`src/rtl/ucrd_pkg.sv`:
```
// package for the usb control request decoder
// assumes an upstream protocol engine delivers 8-byte setup packets already checked
package ucrd_pkg;
  // request types
  localparam logic [7:0] RT_STD_DEV_OUT = 8'h00;
  localparam logic [7:0] RT_STD_IF_OUT = 8'h01;
  localparam logic [7:0] RT_STD_EP_OUT = 8'h02;
  localparam logic [7:0] RT_STD_DEV_IN = 8'h80;
  localparam logic [7:0] RT_STD_IF_IN = 8'h81;
  localparam logic [7:0] RT_STD_EP_IN = 8'h82;
  localparam logic [7:0] RT_VND_OUT = 8'h40;
  localparam logic [7:0] RT_VND_IN = 8'hc0;
  // request codes
  localparam logic [7:0] RQ_GET_STATUS = 8'h00;
  localparam logic [7:0] RQ_CLR_FEATURE = 8'h01;
  localparam logic [7:0] RQ_SET_FEATURE = 8'h03;
  localparam logic [7:0] RQ_SET_ADDRESS = 8'h05;
  localparam logic [7:0] RQ_GET_DESC = 8'h06;
  localparam logic [7:0] RQ_GET_CONFIG = 8'h08;
  localparam logic [7:0] RQ_SET_CONFIG = 8'h09;
  localparam logic [7:0] RQ_GET_IFACE = 8'h0a;
  localparam logic [7:0] RQ_SET_IFACE = 8'h0b;
  localparam logic [7:0] RQ_REG_WRITE = 8'ha0;
  localparam logic [7:0] RQ_REG_READ = 8'ha1;
  localparam logic [7:0] RQ_GET_STATS = 8'ha2;
  // feature selectors
  localparam logic [15:0] FS_EP_HALT = 16'h0000;
  localparam logic [15:0] FS_REMOTE_WAKE = 16'h0001;
  localparam logic [15:0] FS_TEST_MODE = 16'h0002;
  // descriptor types (high byte of value)
  localparam logic [7:0] DT_DEVICE = 8'h01;
  localparam logic [7:0] DT_CONFIG = 8'h02;
  localparam logic [7:0] DT_STRING = 8'h03;
  localparam logic [7:0] DT_QUALIFIER = 8'h06;
  localparam logic [7:0] DT_OTHER_SPEED = 8'h07;
  // endpoint indices for status
  localparam logic [15:0] EP_BULK_IN = 16'h0081;
  localparam logic [15:0] EP_BULK_OUT = 16'h0002;
  localparam logic [15:0] EP_INTR_IN = 16'h0083;
  localparam logic [15:0] EP_MAX_NUM = 16'h0003;
  localparam logic [15:0] EP_NUM_MASK = 16'h000f;
  // lengths and fixed values
  localparam logic [15:0] LEN_ZERO = 16'h0000;
  localparam logic [15:0] LEN_ONE = 16'h0001;
  localparam logic [15:0] LEN_TWO = 16'h0002;
  localparam logic [15:0] LEN_WORD = 16'h0004;
  localparam logic [15:0] LEN_RX_STATS = 16'h0020;
  localparam logic [15:0] LEN_TX_STATS = 16'h0028;
  localparam logic [15:0] IDX_RX_STATS = 16'h0000;
  localparam logic [15:0] IDX_TX_STATS = 16'h0001;
  localparam logic [7:0] CONFIG_VALUE = 8'h01;
  localparam logic [3:0] IDX_UPPER_ZERO = 4'h0;
  localparam int NUM_EP = 4;
  localparam int RX_WORDS = 8;
  localparam int TX_WORDS = 10;
  // answer kinds
  typedef enum logic [3:0] {
    UCRD_ACK_NODATA = 4'b0000,
    UCRD_RESP_BYTES = 4'b0001,
    UCRD_DESC_FETCH = 4'b0010,
    UCRD_REG_WRITE = 4'b0011,
    UCRD_REG_READ = 4'b0100,
    UCRD_STATS = 4'b0101,
    UCRD_STALL = 4'b0110
  } ucrd_answer_e;
  // fsm
  typedef enum logic [1:0] {
    UCRD_IDLE = 2'b00,
    UCRD_WDATA = 2'b01,
    UCRD_STREAM = 2'b10
  } ucrd_state_e;
endpackage

```
`src/rtl/ucrd_decoder.sv`:
```
// control endpoint setup decoder with standard and vendor request handling
// assumes setup fields arrive as one pulse; data stages flow word by word to and from the engine
//
// Contract
// RL1 - clear feature: device clears remote wakeup, endpoint clears halt
// RL2 - endpoint clear feature uses index to pick endpoint zero to three
// RL3 - get configuration answers one byte with current configuration value
// RL4 - get descriptor fetches selected descriptor, truncated to requested length
// RL5 - interface or endpoint descriptor requests are stalled
// RL6 - get interface answers one byte holding alternate setting
// RL7 - device status: self powered bit 0, remote wakeup bit 1
// RL8 - endpoint status: halt in bit 0, for endpoints 81h, 02h, 83h
// RL9 - set address adopts device address from value field
// RL10 - set feature sets halt, remote wakeup or test mode by selector
// RL11 - set configuration moves device into configured state
// RL12 - host uses configuration value 01h only
// RL13 - set interface acked only for alternate and interface both zero
// RL14 - mac register accesses stalled while in normal power state
// RL15 - register write: 40h, A0h, zero value, length 4, 12-bit address
// RL16 - register write moves exactly one 32-bit word, no bursts
// RL17 - register read: C0h, A1h, length 4, one 32-bit word back
// RL18 - statistics request returns whole rx or tx store by index
// RL19 - original variant clears store after serving, counters saturate
// RL20 - later variant snapshots counters, no clear, counters wrap
// RL21 - statistics: C0h, A2h, index 0 rx length 20h, index 1 tx 28h
// RL22 - any unmatched setup packet is stalled
`timescale 1ns/1ns
module ucrd_decoder #(
  parameter bit SnapshotVariant = 1'b1
) (
  input wire logic core_clk,
  input wire logic rst_n,
  input wire logic setupValid,
  input wire logic [7:0] setupType,
  input wire logic [7:0] setupRequest,
  input wire logic [15:0] setupValue,
  input wire logic [15:0] setupIndex,
  input wire logic [15:0] setupLength,
  input wire logic selfPowered,
  input wire logic normalPowerState,
  input wire logic [11:0] macSpaceBase,
  input wire logic outWordValid,
  input wire logic [31:0] outWord,
  input wire logic inWordReady,
  input wire logic [31:0] regReadData,
  input wire logic [31:0] rxStatsWord,
  input wire logic [31:0] txStatsWord,
  output logic answerValid,
  output ucrd_pkg::ucrd_answer_e answerKind,
  output logic [15:0] respBytes,
  output logic [15:0] respLength,
  output logic descFetch,
  output logic [7:0] descType,
  output logic [7:0] descIndex,
  output logic [15:0] descLength,
  output logic regWrite,
  output logic regRead,
  output logic [11:0] regAddr,
  output logic [31:0] regWriteData,
  output logic inWordValid,
  output logic [31:0] inWord,
  output logic [3:0] statsIndex,
  output logic statsSelTx,
  output logic statsClear,
  output logic statsSnapshot,
  output logic [6:0] deviceAddress,
  output logic configured,
  output logic remoteWakeEnable,
  output logic testModeActive,
  output logic [7:0] test_mode_selector,
  output logic [3:0] epHalt
);
  import ucrd_pkg::*;

  // ----------------------------------------
  // field decode
  // ----------------------------------------
  function automatic logic isDescOk(input logic [7:0] t);
    isDescOk = (t == DT_DEVICE) || (t == DT_CONFIG) || (t == DT_STRING) ||
               (t == DT_QUALIFIER) || (t == DT_OTHER_SPEED);
  endfunction

  function automatic logic isStatusEp(input logic [15:0] idx);
    isStatusEp = (idx == EP_BULK_IN) || (idx == EP_BULK_OUT) || (idx == EP_INTR_IN);
  endfunction

  ucrd_state_e state_q;
  ucrd_state_e state_d;
  logic [7:0] altSetting_q;
  logic [3:0] wordCnt_q;
  logic [3:0] wordLast_q;
  logic statsTx_q;

  wire logic [1:0] epNum = setupIndex[1:0];
  // index ep number must be 0..3; direction bit ignored for halt features
  wire logic epOk = (setupIndex & ~16'h0080) <= EP_MAX_NUM;
  wire logic macHit = setupIndex[11:0] >= macSpaceBase;
  wire logic idxAddrOk = setupIndex[15:12] == IDX_UPPER_ZERO;
  wire logic idle = state_q == UCRD_IDLE;

  // RL1 clear feature
  wire logic clrWake = setupType == RT_STD_DEV_OUT && setupRequest == RQ_CLR_FEATURE &&
                       setupValue == FS_REMOTE_WAKE && setupLength == LEN_ZERO;
  // RL2 endpoint index
  wire logic clrHalt = setupType == RT_STD_EP_OUT && setupRequest == RQ_CLR_FEATURE &&
                       setupValue == FS_EP_HALT && epOk && setupLength == LEN_ZERO;
  // RL3 get configuration
  wire logic getCfg = setupType == RT_STD_DEV_IN && setupRequest == RQ_GET_CONFIG &&
                      setupLength == LEN_ONE;
  // RL4 descriptor select
  wire logic getDescAny = setupType == RT_STD_DEV_IN && setupRequest == RQ_GET_DESC;
  wire logic getDesc = getDescAny && isDescOk(setupValue[15:8]);
  // RL6 get interface
  wire logic getIf = setupType == RT_STD_IF_IN && setupRequest == RQ_GET_IFACE &&
                     setupLength == LEN_ONE && setupIndex == LEN_ZERO;
  // RL7 device status
  wire logic getDevSt = setupType == RT_STD_DEV_IN && setupRequest == RQ_GET_STATUS &&
                        setupLength == LEN_TWO;
  // RL8 endpoint status
  wire logic getEpSt = setupType == RT_STD_EP_IN && setupRequest == RQ_GET_STATUS &&
                       setupLength == LEN_TWO && isStatusEp(setupIndex);
  // RL9 set address
  wire logic setAddr = setupType == RT_STD_DEV_OUT && setupRequest == RQ_SET_ADDRESS &&
                       setupLength == LEN_ZERO;
  // RL10 set feature
  wire logic setWake = setupType == RT_STD_DEV_OUT && setupRequest == RQ_SET_FEATURE &&
                       setupValue == FS_REMOTE_WAKE && setupLength == LEN_ZERO;
  wire logic setTest = setupType == RT_STD_DEV_OUT && setupRequest == RQ_SET_FEATURE &&
                       setupValue[7:0] == FS_TEST_MODE[7:0] && setupLength == LEN_ZERO;
  wire logic setHalt = setupType == RT_STD_EP_OUT && setupRequest == RQ_SET_FEATURE &&
                       setupValue == FS_EP_HALT && epOk && setupLength == LEN_ZERO;
  // RL11 RL12 set configuration, only value with low byte 01h or value 0000h (unconfigure) accepted
  wire logic setCfg = setupType == RT_STD_DEV_OUT && setupRequest == RQ_SET_CONFIG &&
                      setupLength == LEN_ZERO &&
                      (setupValue[7:0] == CONFIG_VALUE || setupValue == LEN_ZERO);
  // RL13 set interface
  wire logic setIf = setupType == RT_STD_IF_OUT && setupRequest == RQ_SET_IFACE &&
                     setupValue == LEN_ZERO && setupIndex == LEN_ZERO;
  // RL14 RL15 register write
  wire logic regWr = setupType == RT_VND_OUT && setupRequest == RQ_REG_WRITE &&
                     setupValue == LEN_ZERO && setupLength == LEN_WORD && idxAddrOk &&
                     !(normalPowerState && macHit);
  // RL17 register read
  wire logic regRd = setupType == RT_VND_IN && setupRequest == RQ_REG_READ &&
                     setupValue == LEN_ZERO && setupLength == LEN_WORD && idxAddrOk &&
                     !(normalPowerState && macHit);
  // RL21 statistics format
  wire logic statRx = setupType == RT_VND_IN && setupRequest == RQ_GET_STATS &&
                      setupIndex == IDX_RX_STATS && setupLength == LEN_RX_STATS;
  wire logic statTx = setupType == RT_VND_IN && setupRequest == RQ_GET_STATS &&
                      setupIndex == IDX_TX_STATS && setupLength == LEN_TX_STATS;

  wire logic noData = clrWake || clrHalt || setAddr || setWake || setTest || setHalt ||
                      setCfg || setIf;
  wire logic bytesResp = getCfg || getIf || getDevSt || getEpSt;
  wire logic take = setupValid && idle;

  // ----------------------------------------
  // answer selection
  // ----------------------------------------
  ucrd_answer_e kind;
  always_comb begin
    // RL5 RL22 refused formats
    kind = UCRD_STALL;
    if (noData) begin
      kind = UCRD_ACK_NODATA;
    end else if (bytesResp) begin
      kind = UCRD_RESP_BYTES;
    end else if (getDesc) begin
      kind = UCRD_DESC_FETCH;
    end else if (regWr) begin
      kind = UCRD_REG_WRITE;
    end else if (regRd) begin
      kind = UCRD_REG_READ;
    end else if (statRx || statTx) begin
      kind = UCRD_STATS;
    end
  end

  logic [15:0] bytesVal;
  always_comb begin
    bytesVal = 16'h0000;
    if (getCfg) begin
      // RL3 configuration value
      bytesVal = {8'h00, configured ? CONFIG_VALUE : 8'h00};
    end else if (getIf) begin
      // RL6 alternate setting
      bytesVal = {8'h00, altSetting_q};
    end else if (getDevSt) begin
      // RL7 device status bits
      bytesVal = {14'h0000, remoteWakeEnable, selfPowered};
    end else if (getEpSt) begin
      // RL8 halt bit
      bytesVal = {15'h0000, epHalt[epNum]};
    end
  end

  // ----------------------------------------
  // sequencer
  // ----------------------------------------
  always_comb begin
    state_d = state_q;
    unique case (state_q)
      UCRD_IDLE: begin
        if (take && kind == UCRD_REG_WRITE) begin
          state_d = UCRD_WDATA;
        end else if (take && (kind == UCRD_REG_READ || kind == UCRD_STATS)) begin
          state_d = UCRD_STREAM;
        end
      end
      UCRD_WDATA: begin
        if (outWordValid) begin
          state_d = UCRD_IDLE;
        end
      end
      UCRD_STREAM: begin
        if (inWordReady && wordCnt_q == wordLast_q) begin
          state_d = UCRD_IDLE;
        end
      end
      default: state_d = UCRD_IDLE;
    endcase
  end

  // one word from setup take of a read, or per counter in a dump
  wire logic streaming = state_q == UCRD_STREAM;
  wire logic [31:0] streamWord = answerKind == UCRD_REG_READ ? regReadData :
                                 (statsTx_q ? txStatsWord : rxStatsWord);
  assign inWordValid = streaming;
  assign inWord = streamWord;
  assign statsIndex = wordCnt_q;
  assign statsSelTx = statsTx_q;
  // RL16 single word write
  assign regWrite = state_q == UCRD_WDATA && outWordValid;
  assign regWriteData = outWord;
  assign regRead = streaming && answerKind == UCRD_REG_READ;
  wire logic statsDone = streaming && answerKind == UCRD_STATS && inWordReady &&
                         wordCnt_q == wordLast_q;
  // RL19 clear after serving in original variant
  assign statsClear = statsDone && !SnapshotVariant;
  // RL20 snapshot at start in later variant
  assign statsSnapshot = take && kind == UCRD_STATS && SnapshotVariant;

  always_ff @(posedge core_clk or negedge rst_n) begin
    if (!rst_n) begin
      state_q <= UCRD_IDLE;
      wordCnt_q <= 4'h0;
      wordLast_q <= 4'h0;
      statsTx_q <= 1'b0;
      regAddr <= 12'h000;
    end else begin
      state_q <= state_d;
      if (take) begin
        wordCnt_q <= 4'h0;
        // RL18 whole store by index
        wordLast_q <= statTx ? 4'(TX_WORDS - 1) : (statRx ? 4'(RX_WORDS - 1) : 4'h0);
        statsTx_q <= statTx;
        regAddr <= setupIndex[11:0];
      end else if (streaming && inWordReady) begin
        wordCnt_q <= wordCnt_q + 4'h1;
      end
    end
  end

  always_ff @(posedge core_clk or negedge rst_n) begin
    if (!rst_n) begin
      answerValid <= 1'b0;
      answerKind <= UCRD_ACK_NODATA;
      respBytes <= 16'h0000;
      respLength <= 16'h0000;
      descFetch <= 1'b0;
      descType <= 8'h00;
      descIndex <= 8'h00;
      descLength <= 16'h0000;
    end else begin
      answerValid <= take;
      descFetch <= take && kind == UCRD_DESC_FETCH;
      if (take) begin
        answerKind <= kind;
        respBytes <= bytesVal;
        respLength <= bytesResp ? setupLength : LEN_ZERO;
        // RL4 truncated length passed on
        descType <= setupValue[15:8];
        descIndex <= setupValue[7:0];
        descLength <= setupLength;
      end
    end
  end

  // ----------------------------------------
  // device state
  // ----------------------------------------
  always_ff @(posedge core_clk or negedge rst_n) begin
    if (!rst_n) begin
      deviceAddress <= 7'h00;
      configured <= 1'b0;
      remoteWakeEnable <= 1'b0;
      testModeActive <= 1'b0;
      test_mode_selector <= 8'h00;
      altSetting_q <= 8'h00;
      epHalt <= 4'h0;
    end else if (take) begin
      // RL9 adopt address
      if (setAddr) begin
        deviceAddress <= setupValue[6:0];
      end
      // RL11 configured state
      if (setCfg) begin
        configured <= setupValue[7:0] == CONFIG_VALUE;
      end
      // RL1 RL10 remote wakeup
      if (setWake) begin
        remoteWakeEnable <= 1'b1;
      end else if (clrWake) begin
        remoteWakeEnable <= 1'b0;
      end
      // RL10 test mode
      if (setTest) begin
        testModeActive <= 1'b1;
        test_mode_selector <= setupIndex[15:8];
      end
      if (setIf) begin
        altSetting_q <= 8'h00;
      end
      // RL1 RL2 RL10 endpoint halt
      if (setHalt) begin
        epHalt[epNum] <= 1'b1;
      end else if (clrHalt) begin
        epHalt[epNum] <= 1'b0;
      end
    end
  end

  // ----------------------------------------
  // checks
  // ----------------------------------------
  a_stall_unmatched: assert property (@(posedge core_clk) disable iff (!rst_n) // RL22
    take && kind == UCRD_STALL |=> answerValid && answerKind == UCRD_STALL)
    else $error("unmatched setup not stalled");
  a_stall_bad_desc: assert property (@(posedge core_clk) disable iff (!rst_n) // RL5
    take && getDescAny && !isDescOk(setupValue[15:8]) |=> answerKind == UCRD_STALL && !descFetch)
    else $error("unsupported descriptor not stalled");
  a_address_taken: assert property (@(posedge core_clk) disable iff (!rst_n) // RL9
    take && setAddr |=> deviceAddress == $past(setupValue[6:0]))
    else $error("address not adopted");
  a_wake_status: assert property (@(posedge core_clk) disable iff (!rst_n) // RL7
    take && getDevSt |=> respBytes == {14'h0000, $past(remoteWakeEnable), $past(selfPowered)})
    else $error("device status wrong");
  a_halt_set: assert property (@(posedge core_clk) disable iff (!rst_n) // RL10
    take && setHalt |=> epHalt[$past(epNum)])
    else $error("halt not set");
  a_halt_clear: assert property (@(posedge core_clk) disable iff (!rst_n) // RL1
    take && clrHalt |=> !epHalt[$past(epNum)])
    else $error("halt not cleared");
  a_mac_stall: assert property (@(posedge core_clk) disable iff (!rst_n) // RL14
    take && normalPowerState && macHit && setupRequest == RQ_REG_WRITE |=> answerKind == UCRD_STALL)
    else $error("mac access not stalled");
  a_single_write: assert property (@(posedge core_clk) disable iff (!rst_n) // RL16
    regWrite |=> !regWrite && state_q == UCRD_IDLE)
    else $error("write burst seen");
  a_config_set: assert property (@(posedge core_clk) disable iff (!rst_n) // RL11
    take && setCfg && setupValue[7:0] == CONFIG_VALUE |=> configured)
    else $error("not configured");
  a_iface_ack: assert property (@(posedge core_clk) disable iff (!rst_n) // RL13
    take && setupType == RT_STD_IF_OUT && setupRequest == RQ_SET_IFACE && setupValue != LEN_ZERO
    |=> answerKind == UCRD_STALL)
    else $error("bad set interface acked");
endmodule

```
`config.mk`:
```
export PLATFORM = sky130hd
export DESIGN_NAME = ucrd_decoder
export DESIGN_NICKNAME = d
export VERILOG_FILES = /design/src/rtl/ucrd_pkg.sv /design/src/rtl/ucrd_decoder.sv
export SDC_FILE = /design/constraint.sdc
export NUM_CORES = 1
export LEC_CHECK = 0
export ABC_AREA = 1
export BUFFER_PORTS_ARGS = -buffer_cell sky130_fd_sc_hd__buf_4
export CAP_MARGIN = 20
export CORE_AREA = 2 2 149 151
export CTS_BUF_LIST = sky130_fd_sc_hd__clkbuf_16
export DETAILED_ROUTE_END_ITERATION = 7
export DIE_AREA = 0 0 151 153
export PLACE_DENSITY_LB_ADDON = 0.12
export SETUP_SLACK_MARGIN = 0.3
export SLEW_MARGIN = 25
export SYNTH_ARGS = -nofsm -noshare
export SYNTH_HDL_FRONTEND = slang
export SYNTH_SLANG_ARGS = --single-unit
export TNS_END_PERCENT = 20
```
`constraint.sdc`:
```
create_clock -name core_clk -period 1.89 [get_ports core_clk]
set_input_delay 0.189 -clock core_clk [delete_from_list [all_inputs] [get_ports core_clk]]
set_output_delay 0.189 -clock core_clk [all_outputs]
set_load 0.05 [all_outputs]
```
==> results.cfg <==
[placed_design]
io_buffers = 308
gp_congestion = 0.878
hpwl_um = 19200
placed_cells = 1503
dp_slack_ns = -0.264

[floorplan]
die_h_um = 153
fp.dieW_um = 151
io_pins = 389
core_sq_um = 21500
rows = 54
die_area_sq_um = 23100
start_util_pct = 28.8

[clock_network]
cts_buffers = 9
clk_path_buf_depth = 2
cts_tree = built
htree_levels = 3
clk_pin_slew_ns = 0.07
numClockSinks = 98
clk_latency_ns = 0.37
cts-root-buf = clkbuf_16

[worst_setup_path]
worstPathArrival_ns = 1.80
r2r.worst_path.cells = 7
critPathKind = in -> out
crit_required_ns = 1.70
worstSetupStartpointType = input port
worstSetupEndpointType = output pin
cp_max_fo = 3

[layout]
fillers = 2149
instances_no_fill = 1539
area_delta_synth_final_pct = 77.7
drive_above_1_share_pct = 50.3
ff_latch_area_sq_um = 2460
multi_input_area_sq_um = 3940
nNetsFinal = 1476

[routing]
num_vias = 6903
drt_iter0_markers = 206
via_per_inst = 4.49
wire_per_inst_um = 15.8
drt_pass1_iterations = 4
drc = 0
wirelength_um = 24300
ant_nets = 0

[sta]
finalCritPeriodShare_pct = 105
clock_skew_ns = 0.0115
finalSetupViolations = 2
slew_viol_final = 0
tightest_slew_ns = 0.541
relSlewSlack_pct = 63.9
maxClockFrequency_ghz = 0.504
rsz0062_at_grt = yes
setup_ws_ns = -0.0948
hold_viol_final = 0
fin_crit_ns = 1.98

[global_routing]
grt_max_degree = 52
track_usage_pct = 20.7
overflow = 0
busiest_layer = met2
grt_antenna_before_repair = 2
grt_pass1_vias = 6854
grt_first_pass_wirelength_um = 37000
grt_util_met2_pct = 36.7
met1_usage_pct = 23.4
met3_usage_pct = 6.51

[logic_synthesis]
seq_area_frac_synth_pct = 39.6
ys_ff_latch = 98
syn_avg_cell_area_sq_um = 7.07
syn-cell-area_sq_um = 6190
synth_cells = 875
synth.distinct_cells = 39
synth-warning-count = 0

[pwr]
p_leak_nw = 5.42
peakVddDrop_v = 0.000389
power_density_nw_per_um2 = 571

[job]
drv_cap = 0

[hold_path]
hold_class = in -> reg
whs_path_depth = 3

[run_status]
status = complete, but fails checks
violations = setup timing
state kept, by name (all words and copies together), names as in the netlist, 3 cells and up, named ones only:
name / flops
descLength: 16
respLength: 16
regAddr: 12
descIndex: 8
descType: 8
test_mode_selector: 8
deviceAddress: 7
statsIndex: 4
answerKind: 3
wordLast_q: 3
path summary, 6_finish.rpt:
check                                                start                                 to  slack [ns]
worst max-delay path                        setupIndex[11]                      statsSnapshot       -0.09
worst min-delay path                        setupLength[7]          descLength[7]$_DFFE_PN0P_        0.04
worst max register to register      state_q[1]$_DFFE_PN0P_                          flip-flop        0.42
worst min register to register  testModeActive$_DFFE_PN0P_         testModeActive$_DFFE_PN0P_        0.47
max in group asynchronous                            rst_n  test_mode_selector[4]$_DFFE_PN0P_        0.96
min in group asynchronous                            rst_n             regAddr[8]$_DFFE_PN0P_        0.33
cell usage in the layout, fill, tap and decap left out, drive strengths merged:
master	n
dfrtp	98
o221ai	1
a31oi	32
diode	2
buf	427
conb	16
inv	100
xor2	1
a21oi	12
clkinvlp	1
clkbuf	9
nor3	18
nor2	135
mux2	4
nand3	34
nor4	6
ha	13
dlygate4sd3	1
clkinv	3
a21boi	1
nand2	281
a211oi	1
nand4	11
o21ai	47
xnor2	1
a22oi	1
nand3b	1
o21a	2
power breakdown:
part	internal, W	switching, W	leakage [nW]
sequential	0.00219	0.0000515	1.25
clock	0.000944	0.000989	0.146
combinational	0.000844	0.00126	4.03
total	0.00397	0.00230	5.42
logic make-up after synthesis:
| family | share of synthesized area (%) |
|---|---|
| xor gates and xnor gates | 0.283 |
| buffers and inverters | 13.6 |
| other | 0.0606 |
| muxes | 0.789 |
| AOI/OAI and AO/OA | 9.30 |
| adders and majority gates | 2.63 |
| DFF | 39.6 |
| and+or+nand+nor | 33.7 |
layout make-up:
type / instances / share of cell area (%)
Timing Repair Buffer: 428 / 32.2
Multi-Input combinational cell: 618 / 35.9
Sequential cell: 98 / 22.3
Inverter: 97 / 3.58
Tap cell: 280 / 3.19
Antenna cell: 2 / 0.0455
Clock buffer: 9 / 2.05
Clock inverter: 7 / 0.728
layer usage:
metal,part of all wire [%],vias up
met5,0,-
met4,2.7,0
met3,8.1,33
met2,51,202
met1,39,3207
li1,-,3461
timing repair:
action | 4_1_cts | 5_1_grt
cloned | 4 | 0
gates resized for setup | 115 | 47
endpoints found under the setup margin | 36 | 43
hold endpoints to repair | 35 | 0
setup buffers | 12 | 1
pin swaps | 25 | 13
hold buffers | 1 | 0
cells in the mapped netlist (all sizes together):
cell / n / share of area (%)
inv: 96 / 5.8
a22oi: 1 / 0.12
nor2: 135 / 9.7
nand3b: 1 / 0.12
nor4: 6 / 0.61
a211oi: 1 / 0.12
a21oi: 12 / 1.2
ha: 13 / 2.6
a31oi: 32 / 3.2
o21a: 2 / 0.24
xnor2: 1 / 0.14
nand4: 11 / 1.1
buf: 54 / 6.4
clkinv: 1 / 0.061
dfrtp: 98 / 40
o221ai: 1 / 0.14
nor3: 18 / 1.5
mux2: 4 / 0.79
conb: 1 / 0.061
nand2: 281 / 18
nand3: 34 / 2.9
xor2: 1 / 0.14
o21ai: 47 / 4.2
clkbuf: 23 / 1.4
a21boi: 1 / 0.12
stage by stage:
step	instance area (sq um)	total power (W)	utilization [%]	hold slack [ns]	setup TNS, ns
2_1_floorplan	6910	0.00356	-	-0.107	0
3_3_place_gp	9860	0.00418	45.9	0.203	-0.751
3_5_place_dp	9860	0.00419	45.9	0.202	-0.643
4_1_cts	10800	0.00631	50.2	0.0203	-0.313
5_1_grt	11000	0.00655	51.2	0.0372	-0.939
6_report	11000	0.00628	51.2	0.0399	-0.105
worst max-delay path, cell delays in order:
cell and delay [ns]:
buf_8 0.10, ha_4 0.27, nand2_4 0.06, nor4_4 0.28, nand2_1 0.08, nand2_1 0.08, nand2_2 0.09, nand2_2 0.08
nand2_2 0.07, inv_2 0.07, nand3_2 0.09, nor2_4 0.16, buf_8 0.17
Power figures use the tool's default switching activity.
